==> src/include/pcaof_pkg.sv <==
// Package for the port C alternate-function override block.
// Assumes a 50 MHz system clock and an active-high asynchronous reset.
package pcaof_pkg;

  // ------------------------------------------------------------------
  // Pin positions and numbering
  // ------------------------------------------------------------------
  localparam int PCAOF_RESET_BIT = 6;
  localparam int PCAOF_SCL_BIT = 5;
  localparam int PCAOF_SDA_BIT = 4;
  localparam int PCAOF_ADC_CHANS = 6;
  localparam int PCAOF_PORTC_PCINT_BASE = 8;
  localparam int PCAOF_PD6_PCINT = 22;
  localparam int PCAOF_PD7_PCINT = 23;
  localparam int PCAOF_PD_COMPARATOR_POSITIVE_INPUT_BIT = 6;
  localparam int PCAOF_PD_COMPARATOR_NEGATIVE_INPUT_BIT = 7;

  // ------------------------------------------------------------------
  // Timing
  // ------------------------------------------------------------------
  localparam int PCAOF_CLK_PERIOD_PS = 20000;
  localparam int PCAOF_SPIKE_NS = 50;
  // Least time, rounded up to whole cycles.
  localparam int PCAOF_SPIKE_CYC =
    (PCAOF_SPIKE_NS * 1000 + PCAOF_CLK_PERIOD_PS - 1) / PCAOF_CLK_PERIOD_PS;
  localparam logic [7:0] PCAOF_RST_BYTE = 8'h00;

  // ------------------------------------------------------------------
  // Per-pin override bundle
  // ------------------------------------------------------------------
  typedef struct packed {
    logic [7:0] pullup_override_enable;
    logic [7:0] pullup_override_value;
    logic [7:0] direction_override_enable;
    logic [7:0] direction_override_value;
    logic [7:0] port_value_override_enable;
    logic [7:0] port_value_override_value;
    logic [7:0] input_enable_override_enable;
    logic [7:0] input_enable_override_value;
  } pcaof_ovr_t;

  localparam pcaof_ovr_t PCAOF_OVR_RST = '0;

endpackage

==> src/rtl/pcaof_spike_filter.sv <==
// Spike filter for one two-wire line: a level must hold for CYC clocks.
// Assumes the input is synchronous to ref_clk.
`timescale 1ns/1ps
module pcaof_spike_filter #(
  parameter int CYC = 3
) (
  // Clock and reset
  input wire logic ref_clk,
  input wire logic rst,
  // Line
  input wire logic raw_in,
  output logic filt_out
);
  import pcaof_pkg::*;

  logic [3:0] cnt_q, cnt_d;
  logic out_q, out_d;

  always_comb begin
    cnt_d = 4'h0;
    out_d = out_q;
    if (raw_in != out_q) begin
      if (cnt_q >= 4'(CYC - 1)) begin
        out_d = raw_in;
      end else begin
        cnt_d = cnt_q + 4'h1;
      end
    end
  end

  always_ff @(posedge ref_clk or posedge rst) begin
    if (rst) begin
      cnt_q <= 4'h0;
      out_q <= 1'b1;
    end else begin
      cnt_q <= cnt_d;
      out_q <= out_d;
    end
  end

  assign filt_out = out_q;
endmodule

==> src/rtl/pcaof_top.sv <==
// Port C alternate-function override logic, plus port D comparator pins.
// Assumes pad, fuse and peripheral signals are synchronous to ref_clk.
//
// Notes on behaviour
// - Fuse programmed: bit 6 is plain I/O.
// - Fuse unprogrammed: bit 6 is the reset input.
// - Reset-pin mode: direction, latch, input read zero.
// - Two-wire enabled: bit 5 is serial clock.
// - Two-wire enabled: bit 4 is serial data.
// - Two-wire pins: 50 ns filter, open drain.
// - Filter sits only on two-wire input path.
// - Port C pin n feeds pin-change source 8+n.
// - Port D bits 7,6 feed sources 23,22.
// - Bit 6 pull-up, direction overrides follow fuse.
// - Two-wire overrides: gated pull-up, drive-low, zero.
// - Bits 0-5 input override from pin-change or disable.
// - Bit 7 only input-enable override from source 15.
// - Bits 0-5 route to analog channels 0-5.
`timescale 1ns/1ps
module pcaof_top (
  // Clock and reset
  input wire logic ref_clk,
  input wire logic rst,
  // Configuration
  input wire logic reset_pin_disable_fuse,
  input wire logic two_wire_enable,
  input wire logic pin_change_group1_enable,
  input wire logic global_pullup_disable,
  input wire logic [7:0] pin_change_mask_c,
  input wire logic [5:0] analog_input_disable,
  // Ordinary port C state
  input wire logic [7:0] portc_latch,
  input wire logic [7:0] portc_direction,
  input wire logic [7:0] portc_pad_in,
  // Two-wire peripheral drive-low requests
  input wire logic scl_drive_low,
  input wire logic sda_drive_low,
  // Port D comparator pins
  input wire logic [1:0] portd_cmp_pad_in,
  // Override outputs toward pads
  output pcaof_pkg::pcaof_ovr_t portc_ovr,
  output logic [7:0] portc_open_drain,
  output logic [7:0] portc_slew_limit,
  // Register read-back
  output logic [7:0] portc_direction_rd,
  output logic [7:0] portc_latch_rd,
  output logic [7:0] portc_input_rd,
  // Peripheral side
  output logic reset_pin_level,
  output logic scl_filtered,
  output logic sda_filtered,
  output logic [5:0] pad_analog_path,
  output logic [23:8] pin_change_sources
);
  import pcaof_pkg::*;

  // ------------------------------------------------------------------
  // Spike filters on the two-wire input path
  // ------------------------------------------------------------------
  logic scl_filt, sda_filt;

  pcaof_spike_filter #(.CYC(PCAOF_SPIKE_CYC)) u_scl_filter (
    .ref_clk(ref_clk),
    .rst(rst),
    .raw_in(portc_pad_in[PCAOF_SCL_BIT]),
    .filt_out(scl_filt)
  );

  pcaof_spike_filter #(.CYC(PCAOF_SPIKE_CYC)) u_sda_filter (
    .ref_clk(ref_clk),
    .rst(rst),
    .raw_in(portc_pad_in[PCAOF_SDA_BIT]),
    .filt_out(sda_filt)
  );

  // ------------------------------------------------------------------
  // Override computation
  // ------------------------------------------------------------------
  pcaof_ovr_t ovr_d, ovr_q;
  logic [7:0] od_d, od_q;
  logic [7:0] slew_d, slew_q;
  logic [7:0] pc_term;
  logic reset_mode;

  always_comb begin
    ovr_d = PCAOF_OVR_RST;
    od_d = PCAOF_RST_BYTE;
    slew_d = PCAOF_RST_BYTE;
    pc_term = pin_change_mask_c & {8{pin_change_group1_enable}};
    reset_mode = ~reset_pin_disable_fuse;
    for (int i = 0; i < PCAOF_ADC_CHANS; i++) begin
      ovr_d.input_enable_override_enable[i] =
        pc_term[i] | analog_input_disable[i];
      ovr_d.input_enable_override_value[i] = pc_term[i];
    end
    ovr_d.input_enable_override_enable[7] = pc_term[7];
    ovr_d.input_enable_override_value[7] = 1'b1;
    ovr_d.pullup_override_enable[PCAOF_RESET_BIT] = reset_pin_disable_fuse;
    ovr_d.pullup_override_value[PCAOF_RESET_BIT] = 1'b1;
    ovr_d.direction_override_enable[PCAOF_RESET_BIT] = reset_pin_disable_fuse;
    ovr_d.direction_override_value[PCAOF_RESET_BIT] = 1'b0;
    ovr_d.input_enable_override_enable[PCAOF_RESET_BIT] =
      reset_pin_disable_fuse | pc_term[PCAOF_RESET_BIT];
    ovr_d.input_enable_override_value[PCAOF_RESET_BIT] =
      reset_pin_disable_fuse;
    if (two_wire_enable) begin
      ovr_d.pullup_override_enable[PCAOF_SCL_BIT] = 1'b1;
      ovr_d.pullup_override_value[PCAOF_SCL_BIT] =
        portc_latch[PCAOF_SCL_BIT] & ~global_pullup_disable;
      ovr_d.direction_override_enable[PCAOF_SCL_BIT] = 1'b1;
      ovr_d.direction_override_value[PCAOF_SCL_BIT] = scl_drive_low;
      ovr_d.port_value_override_enable[PCAOF_SCL_BIT] = 1'b1;
      ovr_d.port_value_override_value[PCAOF_SCL_BIT] = 1'b0;
      ovr_d.pullup_override_enable[PCAOF_SDA_BIT] = 1'b1;
      ovr_d.pullup_override_value[PCAOF_SDA_BIT] =
        portc_latch[PCAOF_SDA_BIT] & ~global_pullup_disable;
      ovr_d.direction_override_enable[PCAOF_SDA_BIT] = 1'b1;
      ovr_d.direction_override_value[PCAOF_SDA_BIT] = sda_drive_low;
      ovr_d.port_value_override_enable[PCAOF_SDA_BIT] = 1'b1;
      ovr_d.port_value_override_value[PCAOF_SDA_BIT] = 1'b0;
      od_d[PCAOF_SCL_BIT] = 1'b1;
      od_d[PCAOF_SDA_BIT] = 1'b1;
      slew_d[PCAOF_SCL_BIT] = 1'b1;
      slew_d[PCAOF_SDA_BIT] = 1'b1;
    end
  end

  // ------------------------------------------------------------------
  // Read-back, peripheral routing and pin-change numbering
  // ------------------------------------------------------------------
  logic [7:0] dir_rd_d, lat_rd_d, in_rd_d;
  logic [7:0] dir_rd_q, lat_rd_q, in_rd_q;
  logic rst_lvl_d, rst_lvl_q;
  logic scl_d, scl_q, sda_d, sda_q;
  logic [5:0] ana_d, ana_q;
  logic [23:8] pcs_d, pcs_q;

  always_comb begin
    dir_rd_d = portc_direction;
    lat_rd_d = portc_latch;
    in_rd_d = portc_pad_in;
    rst_lvl_d = 1'b1;
    pcs_d = '0;
    if (reset_mode) begin
      rst_lvl_d = portc_pad_in[PCAOF_RESET_BIT];
      dir_rd_d[PCAOF_RESET_BIT] = 1'b0;
      lat_rd_d[PCAOF_RESET_BIT] = 1'b0;
      in_rd_d[PCAOF_RESET_BIT] = 1'b0;
    end
    scl_d = two_wire_enable ? scl_filt : 1'b1;
    sda_d = two_wire_enable ? sda_filt : 1'b1;
    ana_d = portc_pad_in[PCAOF_ADC_CHANS-1:0];
    for (int n = 0; n < 8; n++) begin
      pcs_d[PCAOF_PORTC_PCINT_BASE + n] = portc_pad_in[n];
    end
    // relies on pins left as inputs
    pcs_d[PCAOF_PD6_PCINT] = portd_cmp_pad_in[0];
    pcs_d[PCAOF_PD7_PCINT] = portd_cmp_pad_in[1];
  end

  always_ff @(posedge ref_clk or posedge rst) begin
    if (rst) begin
      ovr_q <= PCAOF_OVR_RST;
      od_q <= PCAOF_RST_BYTE;
      slew_q <= PCAOF_RST_BYTE;
      dir_rd_q <= PCAOF_RST_BYTE;
      lat_rd_q <= PCAOF_RST_BYTE;
      in_rd_q <= PCAOF_RST_BYTE;
      rst_lvl_q <= 1'b1;
      scl_q <= 1'b1;
      sda_q <= 1'b1;
      ana_q <= '0;
      pcs_q <= '0;
    end else begin
      ovr_q <= ovr_d;
      od_q <= od_d;
      slew_q <= slew_d;
      dir_rd_q <= dir_rd_d;
      lat_rd_q <= lat_rd_d;
      in_rd_q <= in_rd_d;
      rst_lvl_q <= rst_lvl_d;
      scl_q <= scl_d;
      sda_q <= sda_d;
      ana_q <= ana_d;
      pcs_q <= pcs_d;
    end
  end

  assign portc_ovr = ovr_q;
  assign portc_open_drain = od_q;
  assign portc_slew_limit = slew_q;
  assign portc_direction_rd = dir_rd_q;
  assign portc_latch_rd = lat_rd_q;
  assign portc_input_rd = in_rd_q;
  assign reset_pin_level = rst_lvl_q;
  assign scl_filtered = scl_q;
  assign sda_filtered = sda_q;
  assign pad_analog_path = ana_q;
  assign pin_change_sources = pcs_q;
endmodule

==> config.mk <==
export PLATFORM = sky130hd
export DESIGN_NAME = pcaof_top
export DESIGN_NICKNAME = d
export VERILOG_FILES = /design/src/include/pcaof_pkg.sv /design/src/rtl/pcaof_spike_filter.sv /design/src/rtl/pcaof_top.sv
export SDC_FILE = /design/constraint.sdc
export NUM_CORES = 1
export LEC_CHECK = 0
export BUFFER_PORTS_ARGS = -buffer_cell sky130_fd_sc_hd__buf_2
export CORE_UTILIZATION = 37
export CTS_CLUSTER_SIZE = 8
export DETAILED_ROUTE_END_ITERATION = 12
export GPL_TIMING_DRIVEN = 0
export HOLD_SLACK_MARGIN = 0.12
export PLACE_DENSITY = 0.77
export SYNTH_ARGS = -nofsm -noshare
export SYNTH_HDL_FRONTEND = slang
export SYNTH_HIERARCHICAL = 1
export SYNTH_SLANG_ARGS = --single-unit
==> constraint.sdc <==
create_clock -name ref_clk -period 1.7 [get_ports ref_clk]
set_clock_uncertainty 0.2 [all_clocks]
set_input_delay 0 -clock ref_clk [delete_from_list [all_inputs] [get_ports ref_clk]]
set_output_delay 0 -clock ref_clk [all_outputs]
set_load 0.02 [all_outputs]
# Word-level counts from Yosys, hierarchy flattened
# Index checks and enable logic that the tools add are counted.
# word_totals
reg_bits	79
input_bits	48
out_inout_bits	129
elab_cells	50
# op_classes
addsub	2
magnitude_cmp	2
n_eq_ne	2
mux	13
n_bitwise	11
n_reduce_logical	2
# ops
cell	n
$mux 4	4
$add 4x1->4 const B	2
$and 8x8->8	1
$ge 4x2->1 const B	2
$or 1x1->1	7
$mux 1	6
$mux 2	3
$reduce_and 2->1	2
$and 1x1->1	2
$ne 1x1->1	2
$not 1->1	1

# Longest topological paths before layout
# depth
word_depth	3
mapped_depth	4
ltp_nobuf	4

# Modules after synthesis
# The synthesis kept the hierarchy.
# modules_own_cells
mod	instances	cells_per_inst	area_per_inst_um2	seq_area_each_um2
pcaof_top	1	157	2057.0	1280.0
pcaof_spike_filter	2	16	215.2	126.4

# Least setup slack after synthesis
# OpenSTA, ideal clock, no wires.
# synth_timing
path_kind	register -> register
from	reg u_scl_filter.cnt_q[0]
to	reg u_scl_filter.out_q (netlist: u_scl_filter/filt_out)
setup_time_ns	0.082
arrival_ns	1.394
required_ns	1.418
path_slack_ns	0.024
stages_incl_launch_ff	5
n_path_buf	0
period_less_slack_ns	1.676
cell_sequence	dfrtp_1 inv_1 ha_1 or4_4 mux2_4
# synth_via
elab_chain_len	2
# synth_rtl
element	line_no	rtl
start, declared	pcaof_spike_filter.sv:16	logic [3:0] cnt_q, cnt_d;
start signal, assigned	pcaof_spike_filter.sv:36	cnt_q <= cnt_d;
$ge 4x2->1	pcaof_spike_filter.sv:23	if (cnt_q >= 4'(CYC - 1)) begin
$reduce_and 2->1 (no source line)	n/a	
end signal, assigned	pcaof_spike_filter.sv:37	out_q <= out_d;
end, declared	pcaof_spike_filter.sv:17	logic out_q, out_d;
# No other way between the ends.
# A chain may end at the register's enable or synchronous reset.

# Worst setup path in the final report
# layout_timing
from	reg u_sda_filter.cnt_q[0]
to	reg u_sda_filter.out_q (netlist: u_sda_filter/filt_out)
# layout_via
elab_chain_len	2
# layout_rtl
element	line_no
start, declared	pcaof_spike_filter.sv:16
start signal, assigned	pcaof_spike_filter.sv:36
$ge 4x2->1	pcaof_spike_filter.sv:23
$reduce_and 2->1 (no source line)	n/a
end signal, assigned	pcaof_spike_filter.sv:37
end, declared	pcaof_spike_filter.sv:17
# No other way between the ends.

==> results_dict.tcl <==
set metrics [dict create \
    ant_nets 0 \
    whs_ps 133.7 \
    crit_required_ps 1760 \
    finish.utilization_pct 69.20 \
    row_count 29 \
    first_iter_violations 34 \
    p_leak_nw 2.465 \
    h-tree-depth 3 \
    grt_max_degree 37 \
    hold_viol 0 \
    antenna_cells 0 \
    drt-total-wl_mm 6.620 \
    antenna_found_initial 0 \
    num_vias 2101 \
    grt_pass1_vias 2124 \
    slew_viol_final 0 \
    synth.avg_cell_area_um2 13.16 \
    status "finished with violations" \
    first_pass_iters 8 \
    pwr-share-comb_pct 23.1 \
    finalCritPeriodShare_pct 98.58 \
    drcViolationCount 26 \
    power_switching_share_pct 28.82 \
    cap_violations 0 \
    fmaxAchievable_mhz 596.7 \
    hpwl_mm 3.751 \
    routabilityCongestion 0.6911 \
    synth_cell_types 19 \
    io_buffers 123 \
    pwr-share-seq_pct 42.6 \
    cts_root_buf "clkbuf_8" \
    nets 512 \
    wl_met2_mm 3.770 \
    cts_resized 0 \
    cts_buffers 9 \
    area_growth_syn_to_layout_pct 78.67 \
    clkSlewWorstSetupHoldPaths_ps 70 \
    path_class "register to register" \
    hold_path_depth 2 \
    r2r_cells 4 \
    drt-met1-wl_mm 2.173 \
    synthCells 189 \
    tritoncts "built" \
    yosysWarnings 6 \
    cts_sinks 61 \
    fin_cells 542 \
    clock_path_buffers 2 \
    setup_viol 0 \
    grt_overflow 0 \
    p_switching_mw 1.078 \
    num_io_pins 177 \
    syn_area_mm2 0.002487 \
    cp_max_fo 4 \
    clkLatencyLatePin_ps 330 \
    ys_seq_area_share_pct 61.62 \
    die-height_um 83.99 \
    dieWidth_um 83.99 \
    start_util_pct 38.73 \
    internal_power_mw 2.661 \
    grt.total_usage_pct 19.01 \
    finalPower_mw 3.739 \
    drive_gt1_share_pct 51.18 \
    worstHoldPathType "input pin to register" \
    grt_pass1_wl_mm 10.03 \
    p_per_area_mw_per_mm2 841.3 \
    min_period_ps 1676 \
    cp-start-kind "register" \
    clkPwrFrac_pct 34.3 \
    ys_seq_elements 61 \
    wl_per_cell_um 12.21 \
    core_area_mm2 0.006422 \
    vias_per_cell 3.876 \
    topRoutingLayerUsed "met4" \
    met3_length_um 508 \
    die_area_mm2 0.007054 \
    violations "design-rule violations" \
    critPathArrivalTime_ps 1740 \
    cp-end-kind "register" \
    dp.cells 442 \
    ir_worst_vdd_mv 0.6059 \
]
what timing repair did:
action,in CTS,in global routing
hold buffers,80,0
pin swaps,1,1
setup endpoints to repair,2,1
setup buffers,3,1
hold endpoints to repair,119,0
cell type report:
class                   count  area, um^2
multi-input cells          96       534.3
clock inverters             7       75.07
clock buffers               9       123.9
fillers                   448        1978
plain buffers              79       596.8
repair buffers            208        1466
inverters                   5       18.77
well taps                  77       96.34
flip-flops and latches     61        1533
per-stage QoR:
step	instance area, um^2	setup TNS, ps	setup slack, ps
6_report	4444	0	24.12
2_1_floorplan	2683	0	23.52
3_3_place_gp	3395	-18020	-377.9
5_1_grt	4444	-7.664	-7.664
4_1_cts	4437	0	5.541
3_5_place_dp	3415	-72.49	-44.24
power by group through the flow:
stage          combinational, mW  clock, mW  sequential (mW)
2_1_floorplan              0.394          0             1.71
3_3_place_gp               0.654          0             1.62
3_5_place_dp               0.673          0             1.62
4_1_cts                    0.836       1.31             1.59
5_1_grt                    0.917       1.38             1.60
6_report                   0.863       1.28             1.59
routing by layer:
| metal | vias to the layer above | global-route usage [%] |
|---|---|---|
| met2 | 108 | 37.03 |
| li1 | 997 | - |
| met3 | 16 | 6.330 |
| met4 | 0 | 9.404 |
| met5 | - | 0 |
| met1 | 980 | 17.25 |
worst max-delay path, stage by stage (launching register included):
cell and delay, ps:
dfrtp_1 350, inv_1 50, ha_1 180, or4_4 520, mux2_4 310
logic make-up after synthesis:
family | synth area share (%)
flops | 61.62
mux | 1.207
compound gates | 2.163
buf+inv | 24.75
other cells | 0.6034
simple gates | 6.941
fa+ha+maj | 2.012
xor+xnor | 0.7044
layout by cell type, fill, tap and decap left out, drive strengths merged:
| master | n |
|---|---|
| mux2 | 2 |
| nand2b | 2 |
| a21o | 7 |
| ha | 4 |
| and3b | 2 |
| dfrtp | 56 |
| nor3b | 2 |
| clkbuf | 9 |
| inv | 6 |
| bufinv | 1 |
| or2 | 1 |
| buf | 207 |
| xnor2 | 2 |
| clkinv | 2 |
| dfstp | 5 |
| or4 | 2 |
| dlygate4sd3 | 80 |
| clkinvlp | 3 |
| nor3 | 4 |
| conb | 56 |
| and2 | 12 |
synth_stat cells (all sizes together):
cell type / number / area [um^2]
a21o: 7 / 53.80
and2: 12 / 78.82
and3b: 2 / 17.52
buf: 79 / 596.8
conb: 4 / 15.01
dfrtp: 56 / 1401
dfstp: 5 / 131.4
ha: 4 / 50.05
inv: 5 / 18.77
mux2: 2 / 30.03
nand2b: 2 / 12.51
nor3: 4 / 20.02
nor3b: 2 / 15.01
or2: 1 / 6.260
or4: 2 / 22.52
xnor2: 2 / 17.52
worst paths after layout:
kind	from	endpoint	slack, ps
setup / recovery	u_sda_filter/cnt_q[0]$_DFF_PP0_	u_sda_filter/filt_out$_DFFE_PP1P_	20
hold / removal	portc_latch[5]	portc_latch_rd[5]$_DFF_PP0_	130
setup reg to reg	u_sda_filter/cnt_q[0]$_DFF_PP0_	u_sda_filter/filt_out$_DFFE_PP1P_	20
hold reg to reg	u_scl_filter/filt_out$_DFFE_PP1P_	scl_filtered$_DFF_PP1_	320
max in group asynchronous	rst	reset_pin_level$_DFF_PP1_	130
min in group asynchronous	rst	u_sda_filter/cnt_q[1]$_DFF_PP0_	520
registers in the layout, indices dropped and copies added, names as in the netlist:
name,flops
portc_input_rd,2
portc_latch_rd,8
portc_direction_rd,8
pad_analog_path,5
portc_slew_limit,1
u_scl_filter/cnt_q,4
u_scl_filter/filt_out,1
scl_filtered,1
portc_ovr,20
u_sda_filter/cnt_q,4
reset_pin_level,1
pin_change_sources,4
sda_filtered,1
u_sda_filter/filt_out,1
No activity file was read; power rests on OpenSTA's default activity.
